### src/rtl/fn_cfg_pkg.sv
/*
 * Shared constants for the fractional-N frequency word link: word layout,
 * denominator table, reference divider codes, link timing and host registers.
 * Assumes both ends and the bench import this package.
 */
package fn_cfg_pkg;
    localparam int          WORD_W       = 24;
    localparam int          TX_BIT       = 23;
    localparam int          PD_BIT       = 22;
    localparam int          FAST_BIT     = 21;
    localparam int          SPARE_BIT    = 20;
    localparam int          BAND_BIT     = 19;
    localparam int          MAIN_MSB     = 18;
    localparam int          MAIN_LSB     = 15;
    localparam int          SWAL_MSB     = 14;
    localparam int          SWAL_LSB     = 12;
    localparam int          FRAC_MSB     = 11;
    localparam int          FRAC_LSB     = 2;
    localparam int          ADDR_MSB     = 1;
    localparam logic [1:0]  ADDR_FREQ    = 2'h0;
    localparam logic [23:0] WORD_RESET   = 24'h000000;

    localparam logic [1:0]  REF_12M6     = 2'h0;
    localparam logic [1:0]  REF_14M4     = 2'h1;
    localparam logic [1:0]  REF_25M2     = 2'h2;
    localparam logic [1:0]  REF_DIV_ONE  = 2'h1;
    localparam logic [1:0]  REF_DIV_TWO  = 2'h2;

    localparam logic [9:0]  DEN_RX_12M6  = 10'h1f8;
    localparam logic [9:0]  DEN_RX_14M4  = 10'h240;
    localparam logic [9:0]  DEN_RX_26M0  = 10'h208;
    localparam logic [9:0]  DEN_TXL_12M6 = 10'h276;
    localparam logic [9:0]  DEN_TXL_14M4 = 10'h2d0;
    localparam logic [9:0]  DEN_TXL_26M0 = 10'h28a;
    localparam logic [9:0]  DEN_TXH_12M6 = 10'h237;
    localparam logic [9:0]  DEN_TXH_14M4 = 10'h288;
    localparam logic [9:0]  DEN_TXH_26M0 = 10'h249;

    localparam logic [3:0]  MAIN_MIN     = 4'h2;
    localparam logic [2:0]  SWAL_MAX_HI  = 3'h7;
    localparam logic [2:0]  SWAL_MAX_LO  = 3'h3;

    localparam int          CLK_PERIOD_NS  = 40;
    localparam int          SCLK_PERIOD_NS = 320;
    localparam int          HALF_CYC       = SCLK_PERIOD_NS / (2 * CLK_PERIOD_NS);
    localparam logic [3:0]  HALF_LAST      = 4'(HALF_CYC - 1);
    localparam logic [4:0]  LAST_BIT       = 5'(WORD_W - 1);

    localparam logic [7:0]  OFS_WORD     = 8'h00;
    localparam logic [7:0]  OFS_STATUS   = 8'h04;
    localparam logic [7:0]  OFS_CHIP_EN  = 8'h08;
    localparam int          ST_BUSY      = 0;
    localparam int          ST_RANGE     = 1;
    localparam int          ST_COUNT_LSB = 8;

    typedef enum {HOST_IDLE, HOST_LOW, HOST_HIGH, HOST_SETUP, HOST_LATCH} host_state_t;
endpackage

### src/rtl/fn_link_if.sv
/*
 * Three-wire programming link plus the chip enable pin.
 * Assumes the host end drives every wire and the synthesizer end only listens.
 */
`timescale 1ns/1ps
interface fn_link_if;
    logic sclk;
    logic sdata;
    logic latch_enable_pin;
    logic chip_enable;

    modport device (input sclk, input sdata, input latch_enable_pin, input chip_enable);
    modport host   (output sclk, output sdata, output latch_enable_pin, output chip_enable);
endinterface

### src/rtl/fn_synth_end.sv
/*
 * Synthesizer end: receives the serial frequency word, keeps the frequency
 * control register and derives divider settings from it.
 * Assumes CLK_I is much faster than the link clock; every link wire and the
 * reference select input are asynchronous and are synchronised here.
 */
`timescale 1ns/1ps
module fn_synth_end (
    input  wire logic                  CLK_I,
    input  wire logic                  RST_I,
    fn_link_if.device                  LINK,
    input  wire logic [1:0]            REFCLK_SELECT_I,
    output logic                       TX_SELECT_O,
    output logic                       SYNTH_POWER_DOWN_O,
    output logic                       HIGH_BAND_ENABLE_O,
    output logic                       LOW_BAND_ENABLE_O,
    output logic                       FAST_LOCK_SELECT_O,
    output logic                       BAND_SELECT_O,
    output logic [3:0]                 MAIN_DIVIDE_COUNT_O,
    output logic [2:0]                 SWALLOW_COUNT_O,
    output logic [9:0]                 FRACTION_NUMERATOR_O,
    output logic [9:0]                 FRACTION_DENOMINATOR_O,
    output logic [1:0]                 REF_DIVIDER_O,
    output logic [6:0]                 INTEGER_RATIO_O,
    output logic                       RATIO_INVALID_O,
    output logic                       WORD_LOADED_O,
    output logic                       WORD_SKIPPED_O
);
    import fn_cfg_pkg::*;

    typedef struct packed {
        logic        sclk_meta;
        logic        sclk_sync;
        logic        sclk_prev;
        logic        data_meta;
        logic        data_sync;
        logic        le_meta;
        logic        le_sync;
        logic        le_prev;
        logic        ce_meta;
        logic        ce_sync;
        logic [1:0]  ref_meta;
        logic [1:0]  ref_sync;
        logic [23:0] shift;
        logic [23:0] word;
        logic        tx;
        logic        power_down;
        logic        high_en;
        logic        low_en;
        logic        fast;
        logic        band;
        logic [3:0]  main_cnt;
        logic [2:0]  swal_cnt;
        logic [9:0]  frac_num;
        logic [9:0]  frac_den;
        logic [1:0]  ref_div;
        logic [6:0]  int_ratio;
        logic        invalid;
        logic        loaded;
        logic        skipped;
    } dev_state_t;

    dev_state_t state_reg;
    dev_state_t state_next;

    // Denominator table indexed by transmit, band and reference select.
    function automatic logic [9:0] denominator(input logic tx, input logic band, input logic [1:0] refsel);
        logic [9:0] den;
        den = DEN_RX_26M0;
        if (!tx) begin
            if (refsel == REF_12M6 || refsel == REF_25M2) begin
                den = DEN_RX_12M6;
            end else if (refsel == REF_14M4) begin
                den = DEN_RX_14M4;
            end else begin
                den = DEN_RX_26M0;
            end
        end else if (!band) begin
            if (refsel == REF_12M6 || refsel == REF_25M2) begin
                den = DEN_TXL_12M6;
            end else if (refsel == REF_14M4) begin
                den = DEN_TXL_14M4;
            end else begin
                den = DEN_TXL_26M0;
            end
        end else begin
            if (refsel == REF_12M6 || refsel == REF_25M2) begin
                den = DEN_TXH_12M6;
            end else if (refsel == REF_14M4) begin
                den = DEN_TXH_14M4;
            end else begin
                den = DEN_TXH_26M0;
            end
        end
        return den;
    endfunction

    function automatic logic [1:0] ref_divider(input logic [1:0] refsel);
        return (refsel == REF_12M6 || refsel == REF_14M4) ? REF_DIV_ONE : REF_DIV_TWO;
    endfunction

    always_comb begin
        state_next = state_reg;
        state_next.sclk_meta = LINK.sclk;
        state_next.sclk_sync = state_reg.sclk_meta;
        state_next.sclk_prev = state_reg.sclk_sync;
        state_next.data_meta = LINK.sdata;
        state_next.data_sync = state_reg.data_meta;
        state_next.le_meta   = LINK.latch_enable_pin;
        state_next.le_sync   = state_reg.le_meta;
        state_next.le_prev   = state_reg.le_sync;
        state_next.ce_meta   = LINK.chip_enable;
        state_next.ce_sync   = state_reg.ce_meta;
        state_next.ref_meta  = REFCLK_SELECT_I;
        state_next.ref_sync  = state_reg.ref_meta;
        state_next.loaded    = 1'b0;
        state_next.skipped   = 1'b0;

        if (state_reg.sclk_sync && !state_reg.sclk_prev) begin
            state_next.shift = {state_reg.shift[WORD_W-2:0], state_reg.data_sync};
        end

        // The shift path ignores chip enable, so a powered-down part still takes writes.
        // writes while disabled
        if (state_reg.le_sync && !state_reg.le_prev) begin
            if (state_reg.shift[ADDR_MSB:0] == ADDR_FREQ) begin
                state_next.word   = state_reg.shift;
                state_next.loaded = 1'b1;
            end else begin
                state_next.skipped = 1'b1;
            end
        end

        // Word fields come from the next word so they move in one edge; frac_den, ref_div and power_down also follow ref_sync and ce_sync.
        // settings change together
        state_next.tx = state_next.word[TX_BIT];
        state_next.fast = state_next.word[FAST_BIT];
        state_next.band = state_next.word[BAND_BIT];
        state_next.power_down = state_next.word[PD_BIT] || !state_reg.ce_sync;
        state_next.high_en    = state_next.band && !state_next.power_down;
        state_next.low_en     = !state_next.band && !state_next.power_down;
        state_next.main_cnt = state_next.word[MAIN_MSB:MAIN_LSB];
        state_next.swal_cnt = state_next.word[SWAL_MSB:SWAL_LSB];
        state_next.frac_num = state_next.word[FRAC_MSB:FRAC_LSB];
        state_next.frac_den = denominator(state_next.tx, state_next.band, state_reg.ref_sync);
        state_next.ref_div = ref_divider(state_reg.ref_sync);
        if (state_next.band) begin
            state_next.int_ratio = {state_next.main_cnt, 3'h0} + 7'(state_next.swal_cnt);
        end else begin
            state_next.int_ratio = 7'({state_next.main_cnt, 2'h0}) + 7'(state_next.swal_cnt);
        end
        state_next.invalid = (7'(state_next.swal_cnt) >= 7'(state_next.main_cnt));
    end

    always_ff @(posedge CLK_I) begin
        if (RST_I) begin
            state_reg       <= '0;
            state_reg.word  <= WORD_RESET;
            // The reset word decodes as receive with code 00, so show that decode from the first edge.
            state_reg.frac_den <= DEN_RX_12M6;
            state_reg.ref_div  <= REF_DIV_ONE;
        end else begin
            state_reg <= state_next;
        end
    end

    assign TX_SELECT_O            = state_reg.tx;
    assign SYNTH_POWER_DOWN_O     = state_reg.power_down;
    assign HIGH_BAND_ENABLE_O     = state_reg.high_en;
    assign LOW_BAND_ENABLE_O      = state_reg.low_en;
    assign FAST_LOCK_SELECT_O     = state_reg.fast;
    assign BAND_SELECT_O          = state_reg.band;
    assign MAIN_DIVIDE_COUNT_O    = state_reg.main_cnt;
    assign SWALLOW_COUNT_O        = state_reg.swal_cnt;
    assign FRACTION_NUMERATOR_O   = state_reg.frac_num;
    assign FRACTION_DENOMINATOR_O = state_reg.frac_den;
    assign REF_DIVIDER_O          = state_reg.ref_div;
    assign INTEGER_RATIO_O        = state_reg.int_ratio;
    assign RATIO_INVALID_O        = state_reg.invalid;
    assign WORD_LOADED_O          = state_reg.loaded;
    assign WORD_SKIPPED_O         = state_reg.skipped;
endmodule

### src/flat_wrapper.sv
// flat-port wrapper written by rule: the top's interface ports become plain ports
module fn_synth_end_flat import fn_cfg_pkg::*;
  (CLK_I, RST_I, REFCLK_SELECT_I, TX_SELECT_O, SYNTH_POWER_DOWN_O, HIGH_BAND_ENABLE_O, LOW_BAND_ENABLE_O, FAST_LOCK_SELECT_O, BAND_SELECT_O, MAIN_DIVIDE_COUNT_O, SWALLOW_COUNT_O, FRACTION_NUMERATOR_O, FRACTION_DENOMINATOR_O, REF_DIVIDER_O, INTEGER_RATIO_O, RATIO_INVALID_O, WORD_LOADED_O, WORD_SKIPPED_O, LINK_sclk, LINK_sdata, LINK_latch_enable_pin, LINK_chip_enable);
  fn_link_if LINK_i ();
  input  wire logic CLK_I;
  input  wire logic RST_I;
  input  wire logic [1:0] REFCLK_SELECT_I;
  output logic TX_SELECT_O;
  output logic SYNTH_POWER_DOWN_O;
  output logic HIGH_BAND_ENABLE_O;
  output logic LOW_BAND_ENABLE_O;
  output logic FAST_LOCK_SELECT_O;
  output logic BAND_SELECT_O;
  output logic [3:0] MAIN_DIVIDE_COUNT_O;
  output logic [2:0] SWALLOW_COUNT_O;
  output logic [9:0] FRACTION_NUMERATOR_O;
  output logic [9:0] FRACTION_DENOMINATOR_O;
  output logic [1:0] REF_DIVIDER_O;
  output logic [6:0] INTEGER_RATIO_O;
  output logic RATIO_INVALID_O;
  output logic WORD_LOADED_O;
  output logic WORD_SKIPPED_O;
  input wire logic [$bits(LINK_i.sclk)-1:0] LINK_sclk;
  input wire logic [$bits(LINK_i.sdata)-1:0] LINK_sdata;
  input wire logic [$bits(LINK_i.latch_enable_pin)-1:0] LINK_latch_enable_pin;
  input wire logic [$bits(LINK_i.chip_enable)-1:0] LINK_chip_enable;
  assign LINK_i.sclk = LINK_sclk;
  assign LINK_i.sdata = LINK_sdata;
  assign LINK_i.latch_enable_pin = LINK_latch_enable_pin;
  assign LINK_i.chip_enable = LINK_chip_enable;
  fn_synth_end u_core (.CLK_I(CLK_I), .RST_I(RST_I), .LINK(LINK_i), .REFCLK_SELECT_I(REFCLK_SELECT_I), .TX_SELECT_O(TX_SELECT_O), .SYNTH_POWER_DOWN_O(SYNTH_POWER_DOWN_O), .HIGH_BAND_ENABLE_O(HIGH_BAND_ENABLE_O), .LOW_BAND_ENABLE_O(LOW_BAND_ENABLE_O), .FAST_LOCK_SELECT_O(FAST_LOCK_SELECT_O), .BAND_SELECT_O(BAND_SELECT_O), .MAIN_DIVIDE_COUNT_O(MAIN_DIVIDE_COUNT_O), .SWALLOW_COUNT_O(SWALLOW_COUNT_O), .FRACTION_NUMERATOR_O(FRACTION_NUMERATOR_O), .FRACTION_DENOMINATOR_O(FRACTION_DENOMINATOR_O), .REF_DIVIDER_O(REF_DIVIDER_O), .INTEGER_RATIO_O(INTEGER_RATIO_O), .RATIO_INVALID_O(RATIO_INVALID_O), .WORD_LOADED_O(WORD_LOADED_O), .WORD_SKIPPED_O(WORD_SKIPPED_O));
endmodule
### config.mk
export PLATFORM = sky130hd
export DESIGN_NAME = fn_synth_end_flat
export DESIGN_NICKNAME = d
export VERILOG_FILES = /design/src/rtl/fn_cfg_pkg.sv /design/src/rtl/fn_link_if.sv /design/src/rtl/fn_synth_end.sv /design/src/flat_wrapper.sv
export SDC_FILE = /design/constraint.sdc
export NUM_CORES = 1
export LEC_CHECK = 0
export BUFFER_PORTS_ARGS = -buffer_cell sky130_fd_sc_hd__buf_2
export CAP_MARGIN = 15
export CORE_MARGIN = 8
export CORE_UTILIZATION = 40
export CTS_CLUSTER_SIZE = 20
export DETAILED_ROUTE_END_ITERATION = 7
export REMOVE_ABC_BUFFERS = 1
export SLEW_MARGIN = 20
export SYNTH_ARGS = -nofsm -noshare
export SYNTH_HDL_FRONTEND = slang
export SYNTH_SLANG_ARGS = --single-unit
export TNS_END_PERCENT = 1
### constraint.sdc
create_clock -name CLK_I -period 2.8 [get_ports CLK_I]
set_clock_uncertainty 0.15 [all_clocks]
set_input_delay 0.56 -clock CLK_I [delete_from_list [all_inputs] [get_ports CLK_I]]
set_output_delay 0.56 -clock CLK_I [all_outputs]
set_load 0.01 [all_outputs]
==> results of run 1 <==
-- area by class of cell --
cell class / instances / area share (%)
repair buffers: 58 / 9.017
flip-flops and latches: 82 / 48.48
multi-input cells: 202 / 31.82
clock inverters: 5 / 1.552
inverters: 8 / 0.8869
well taps: 102 / 3.769
clock buffers: 11 / 4.472
-- worst max-delay path: cells and delay by family (launching register included) --
kind,cells,cell delay [ns]
compound gates,1,0.19
xor+xnor,1,0.13
flops,1,0.35
buf+inv,1,0.10
fa+ha+maj,2,0.50
simple gates,1,0.68
mux,1,0.29
-- metrics by stage --
| stage | std cells | hold slack, ns | utilization (%) |
|---|---|---|---|
| after floorplan | 292 | 0.2514 | - |
| after global placement | 452 | 0.2738 | 41.83 |
| after detailed placement | 452 | 0.2747 | 41.83 |
| after CTS | 468 | 0.2459 | 44.51 |
| after global routing | 468 | 0.2536 | 44.51 |
| final | 468 | 0.2589 | 44.51 |
-- kinds of logic (layout without fill, tap and decap cells) --
group           count (synthesis)  count (layout)
xor+xnor                        2               2
mux                            11              11
buf+inv                        61              82
simple gates                  131             131
compound gates                 53              53
flops                          82              82
fa+ha+maj                       5               5
-- cells in the mapped netlist --
cell	instances	area, um^2
nor2b_1	15	93.84
o21ai_0	4	20.02
xnor2_1	2	17.52
a21o_1	1	7.510
nor3_1	2	10.01
or4b_4	1	13.76
buf_6	1	11.26
dfxtp_1	82	1642
o311ai_1	1	8.760
nor2_1	18	67.56
mux2_4	1	15.01
nand3_1	3	15.01
buf_4	36	270.3
nor4b_1	1	8.760
inv_1	8	30.03
buf_1	2	7.510
a21boi_0	1	7.510
a22o_1	2	17.52
mux2i_1	9	90.09
a211oi_1	2	15.01
clkbuf_1	14	52.55
nand2b_1	4	25.02
a211o_1	1	8.760
or2_2	1	6.260
a21oi_1	41	205.2
ha_1	5	62.56
mux2i_4	1	22.52
nand4b_1	2	17.52
nand2_1	84	315.3
-- path summary, 6_finish.rpt --
| kind | from | endpoint | slack, ns | cells after the start |
|---|---|---|---|---|
| max | u_core.state_reg[69] | u_core.INTEGER_RATIO_O[4] | 0.31 | 7 |
| min | LINK_sclk | u_core.state_next[105] | 0.26 | 2 |
| max reg2reg | u_core.state_reg[69] | u_core.INTEGER_RATIO_O[4] | 0.31 | 7 |
| min reg2reg | u_core.state_next[102] | u_core.state_reg[102] | 0.29 | 1 |
-- report_power, final --
group          internal [mW]  switching (mW)
Clock                  0.456           0.409
Combinational         0.0235          0.0444
Sequential              1.18         0.00555
-- layout by cell type (no fill, tap or decap), types with 4 or more instances in the layout --
cell,n
mux2i_1,9
ha_1,5
dfxtp_1,82
a21oi_1,41
nor2b_1,15
nor2_1,18
nand2b_1,4
buf_4,6
clkbuf_8,11
buf_2,52
inv_1,8
nand2_1,84
o21ai_0,4
-- metal layers --
layer | up-vias | global-route usage [%] | part of all wire [%]
li1 | 1104 | - | -
met1 | 963 | 12.83 | 47
met2 | 39 | 17.55 | 46
met3 | 10 | 3.717 | 4.8
met4 | 0 | 6.825 | 2.0
met5 | - | 0 | 0
==> impl_summary.txt, run 1 <==
----------------------------------------------------
[Critical path]
  Delay of the slowest cell on the worst path ... roughly 0.68 ns
  Worst Setup Start Kind ... register
  Critical setup path kind ... reg2reg
  Data required time of the worst path ... 2.90 ns
  Crit-path most repeated cell ... ha_1
  Largest fanout on the critical path ... 14
  Critical path cell sequence ... or4b_4, mux2i_1, inv_1, ha_1, ha_1, xnor2_1, a22o_1
  Worst EP arrival ... roughly 2.6 ns
  Sort of element at the end of the critical path ... register
  Max stage delay cell, worst path ... or4b_4

[Route]
  DR DRC count ... 0
  Vias per Instance ... around 4.5
  Total number of vias ... about 2100
  Antenna-violating nets left ... 0
  Detailed-routing iteration count for the pre-antenna-repair pass ... 4
  DRC marker count from the first detailed-route iteration ... just over 90
  Routed WL per cell ... 12.19 um
  Final routed wirelength across all metal layers ... 5707 um

[Die]
  Core area ... 0.007607 mm^2
  Die width ... about 100 um
  Die area ... between 0.01 and 0.015 mm^2
  Vert. Die Dim ... 103.8 um
  Starting density of the core ... between 40% and 50%
  Count of boundary I/O pins ... 53
  Std cell rows ... 32

[Worst hold path]
  Worst min-delay path class ... in2reg

[Synth]
  Area share of fa/ha/maj cells after synthesis ... 2.028%
  Summed instance area of the synthesized netlist ... 0.003084 mm^2
  Synthesis warning total ... 0
  Post-synthesis mux area share ... roughly 4.1%
  Avg Cell Area, Syn ... 8.940 um^2
  Post-synthesis compound-gate area fraction ... under 10%
  Cell count after synthesis ... 345
  Simple logic cell fraction of the synthesized area ... between 10% and 20%
  Number of storage elements in the synthesis netlist ... 82
  Xor-xnor portion of the synthesized cell area ... less than 1%
  Seq/Total Area, Yosys ... a little over half
  Combinational family with the most area after synthesis ... simple AND/OR/NAND/NOR gates
  Yosys cell types ... 29

[Timing]
  Post-layout minimum cycle time ... roughly 2.5 ns
  Fin. Hold Viols ... 0
  Headroom to the max-slew limit ... between 40 and 50%
  Unrepaired setup endpoints after global routing ... no
  Number of failing setup endpoints in the final timing report ... 0
  Share of the cycle needed by the critical path after routing ... about 89%
  Setup TNS ... 0 ns
  Fin. max-slew vios ... 0
  Final setup margin ... a little over 0.3 ns
  Peak Freq ... about 0.4 GHz
  Worst-Margin Slew ... between 0.8 and 0.9 ns

[Clock tree]
  CTS HTree Levels ... 3
  Root cell of the clock tree ... clkbuf_8
  CTS Hold Bufs ... 0
  Number of gates given a new drive strength after cts ... 0
  CTS tree ... done
  Number of buffers created by CTS ... 9
  Clock sinks ... 82
  Source-to-sink clock delay at the later pin of the worst-skew pair ... 0.36 ns
  CTS Buffer Depth ... 2
  Clock edge transition at the registers on the reported setup and hold paths ... 0.08 ns
  Post-CTS setup repair buffer count ... 0

[Global routing]
  Largest net degree at the start of global routing ... 38
  Number of global-route vias before repair ... 2060
  Total routing usage reported by global routing ... between 10 and 15%
  Aggregate global routing overflow ... 0
  Initial antenna violation count ... 0
  Global-route wire length before repair ... just under 10000 um

[Placement]
  Number of port buffers ... between 50 and 60
  GP Congestion ... between 0.7 and 0.8
  Placed cell areas ... around 0.0032 mm^2
  Pre-CTS WS ... between 0.3 and 0.4 ns
  Half-perimeter wire length after placement ... about 4000 um

[Cells and area]
  Area occupied by registers ... 0.001642 mm^2
  Multi-input gate area ... around 0.0011 mm^2
  Post-layout nets ... between 300 and 400
  Number of diodes added for antenna fixing ... 0
  Layout cells sized above 1 ... between 20% and 30%
  Final std cell area, no fill ... 0.003386 mm^2
  Fill count ... around 800
  Layout overhead on the synthesized area ... 9.777%
  Max FFs per register ... 36

[Pwr]
  Power per cell area ... approximately 630 mW/mm^2
  Power Total ... approximately 2.1 mW
  Highest ir drop seen on vdd ... between 0.2 and 0.3 mV
  Static power due to leakage ... ~1.5 nW

[Outcome]
  Status ... finished clean

[Run]
  Max capacitance violation total ... 0

----------------------------------------------------
Power figures use the tool's default switching activity.
==> run 2: changes to the inputs <==
--- a/config.mk
+++ b/config.mk
@@ -8,4 +8,5 @@
 export BUFFER_PORTS_ARGS = -buffer_cell sky130_fd_sc_hd__buf_2
 export CAP_MARGIN = 15
+export CORE_ASPECT_RATIO = 0.9
 export CORE_MARGIN = 8
 export CORE_UTILIZATION = 40
==> constraint.sdc (replaced) <==
create_clock -name CLK_I -period 2.8 [get_ports CLK_I]
set_clock_uncertainty 0.15 [all_clocks]
set_input_delay 0.42 -clock CLK_I [delete_from_list [all_inputs] [get_ports CLK_I]]
set_output_delay 0.42 -clock CLK_I [all_outputs]
set_load 0.01 [all_outputs]
==> run 2 against run 1 <==
First-iteration DRC count is 25% higher. Non-clock buffer count is 1 lower. Register-to-register slack hardly changed. Count of clock-buffer cells in the layout is 1 lower. Sequential power hardly changed. Via count is 0.33% higher. Die area hardly changed. Critical path type unchanged.
==> impl_summary.txt, run 2 (same netlist as run 1, synthesis figures left out) <==
----------------------------------------------------
[Critical path]
  Worst setup path startpoint ... u_core.state_reg[69]
  Critical path cell sequence ... or4b_4, mux2i_1, inv_1, ha_1, ha_1, xnor2_1, a22o_1
  Delay of the slowest cell on the worst path ... 0.68 ns (about the same)
  Crit-path most repeated cell ... ha_1
  Worst reg2reg setup slack ... 0.31 ns (about the same)
  Largest fanout on the critical path ... 11 (-3)
  Data required time of the worst path ... 2.89 ns (about the same)
  Max stage delay cell, worst path ... or4b_4
  Worst EP arrival ... 2.58 ns (about the same)
  Sort of element at the end of the critical path ... register
  Critical setup path kind ... reg2reg
  Worst Setup Start Kind ... register
  Worst R2R Start ... u_core.state_reg[69]

[Clock tree]
  Clock edge transition at the registers on the reported setup and hold paths ... 0.08 ns (about the same)
  CTS Hold Bufs ... 0 (unchanged)
  Post-CTS setup repair buffer count ... 0 (unchanged)
  CTS tree ... done
  Source-to-sink clock delay at the later pin of the worst-skew pair ... 0.34 ns (-0.02 ns)
  CTS Buffer Depth ... 2 (unchanged)
  Root cell of the clock tree ... clkbuf_8
  Number of gates given a new drive strength after cts ... 0 (unchanged)
  CTS HTree Levels ... 3 (unchanged)
  Clock sinks ... 82 (unchanged)
  Number of buffers created by CTS ... 9 (unchanged)

[Die]
  Vert. Die Dim ... 99.31 um (-4.3%)
  Count of boundary I/O pins ... 53 (unchanged)
  Core area ... 0.007507 mm^2 (-1.3%)
  Die area ... 0.01078 mm^2 (about the same)
  Std cell rows ... 30 (-6.3%)
  Starting density of the core ... 41.08% (+0.54 points)
  Die width ... 108.6 um (+4.6%)

[Global routing]
  Number of global-route vias before repair ... 2148 (+4.3%)
  Total routing usage reported by global routing ... 11.59% (+0.45 points)
  Aggregate global routing overflow ... 0 (unchanged)
  Global-route wire length before repair ... 10070 um (+2.8%)
  Largest net degree at the start of global routing ... 35 (-7.9%)
  Initial antenna violation count ... 0 (unchanged)

[Timing]
  Fin. Hold Viols ... 0 (unchanged)
  Setup TNS ... 0 ns (unchanged)
  Worst-Margin Slew ... 0.8829 ns (+0.004656 ns)
  Number of failing setup endpoints in the final timing report ... 0 (unchanged)
  Unrepaired setup endpoints after global routing ... no
  Headroom to the max-slew limit ... 41.14% (-0.31 points)
  Peak Freq ... 0.4013 GHz (+0.10%)
  Share of the cycle needed by the critical path after routing ... 88.99% (-0.089 points)
  Post-layout minimum cycle time ... 2.492 ns (-0.002502 ns)
  Fin. max-slew vios ... 0 (unchanged)

[Worst hold path]
  Start point of the worst hold path ... REFCLK_SELECT_I[1]
  Worst min-delay path class ... in2reg

[Cells and area]
  Number of diodes added for antenna fixing ... 0 (unchanged)
  Max FFs per register ... 36 (unchanged)
  Core occupancy in the finished layout ... 45.40% (+0.89 points)
  Layout overhead on the synthesized area ... 10.51%
  Fill count ... 774 (-0.39%)
  Number of cells in the finished layout apart from fillers ... 461 (-1.5%)
  Top library cells by usage in the layout, fill and taps aside ... nand2_1, dfxtp_1, buf_2, a21oi_1, nor2_1
  Layout cells sized above 1 ... 21.10% (-0.49 points)
  Most frequent standard cell in the layout excluding fill and tap cells ... nand2_1
  Final std cell area, no fill ... 0.003408 mm^2 (+0.67%)
  Post-layout nets ... 373 (-0.27%)

[Pwr]
  Highest ir drop seen on vdd ... 0.3326 mV (+25%)
  Power Total ... 2.258 mW (+6.6%)
  Static power due to leakage ... 1.459 nW (+0.19%)
  Power per cell area ... 662.6 mW/mm^2 (+5.9%)

[Placement]
  Half-perimeter wire length after placement ... 3947 um (+0.96%)
  Placed cell areas ... 0.003167 mm^2 (-0.47%)
  Number of port buffers ... 52 (unchanged)
  Placed cells ... 445 (-1.5%)
  GP Congestion ... 0.7702 (+6.7%)

[Route]
  Final routed wirelength across all metal layers ... 5838 um (+2.3%)
  Antenna-violating nets left ... 0 (unchanged)
  DR DRC count ... 0 (unchanged)
  Vias per Instance ... 4.605 (+1.9%)
  Detailed-routing iteration count for the pre-antenna-repair pass ... 4 (unchanged)
  Routed WL per cell ... 12.66 um (+3.8%)
  DRC marker count from the first detailed-route iteration ... 114 (+25%)
  Total number of vias ... 2123 (+0.33%)

[Outcome]
  Status ... finished clean

[Run]
  Max capacitance violation total ... 0 (unchanged)

----------------------------------------------------
run 2: final cells by class:
type / instances / area [um^2] / area share, %
Clock inverter: 6 / 113.9 / 3.341
Timing Repair Buffer: 57 / 297.8 / 8.737
Sequential cell: 82 / 1642 / 48.16
Multi-Input combinational cell: 202 / 1077 / 31.61
Tap cell: 96 / 120.1 / 3.524
Clock buffer: 10 / 127.6 / 3.744
Inverter: 8 / 30.03 / 0.8811
run 2: metal layers:
metal,track usage [%],vias to the layer above,routed length [um]
met1,13.70,957,2653
met2,18.20,45,2667
met5,0,-,0
li1,-,1111,-
met4,5.889,0,116
met3,3.943,10,401
run 2: path summary, 6_finish.rpt:
path | to | cells after the start
worst max-delay path | u_core.INTEGER_RATIO_O[4] | 7
worst min-delay path | u_core.state_next[94] | 2
worst max register to register | u_core.INTEGER_RATIO_O[4] | 7
worst min register to register | u_core.state_next[104] | 1
run 2: stage by stage:
step / hold WS, ns / setup slack, ns
floorplan: 0.2514 / 0.2811
global placement: 0.2664 / 0.3695
detailed placement: 0.2718 / 0.3167
CTS: 0.1155 / 0.3051
global route: 0.1148 / 0.1688
finish: 0.1318 / 0.3082
run 2: where the power goes:
part | internal (mW) | switching (mW)
Sequential | 1.18 | 0.00581
Combinational | 0.0227 | 0.0440
Clock | 0.596 | 0.410
run 2: worst max-delay path, delay by kind of cell, from the launching register on:
| family | cells | cell delay (ns) |
|---|---|---|
| AOI/OAI and AO/OA | 1 | 0.19 |
| buffers and inverters | 1 | 0.11 |
| adders and majority gates | 2 | 0.49 |
| xor gates and xnor gates | 1 | 0.13 |
| muxes | 1 | 0.28 |
| DFF | 1 | 0.36 |
| and+or+nand+nor | 1 | 0.68 |
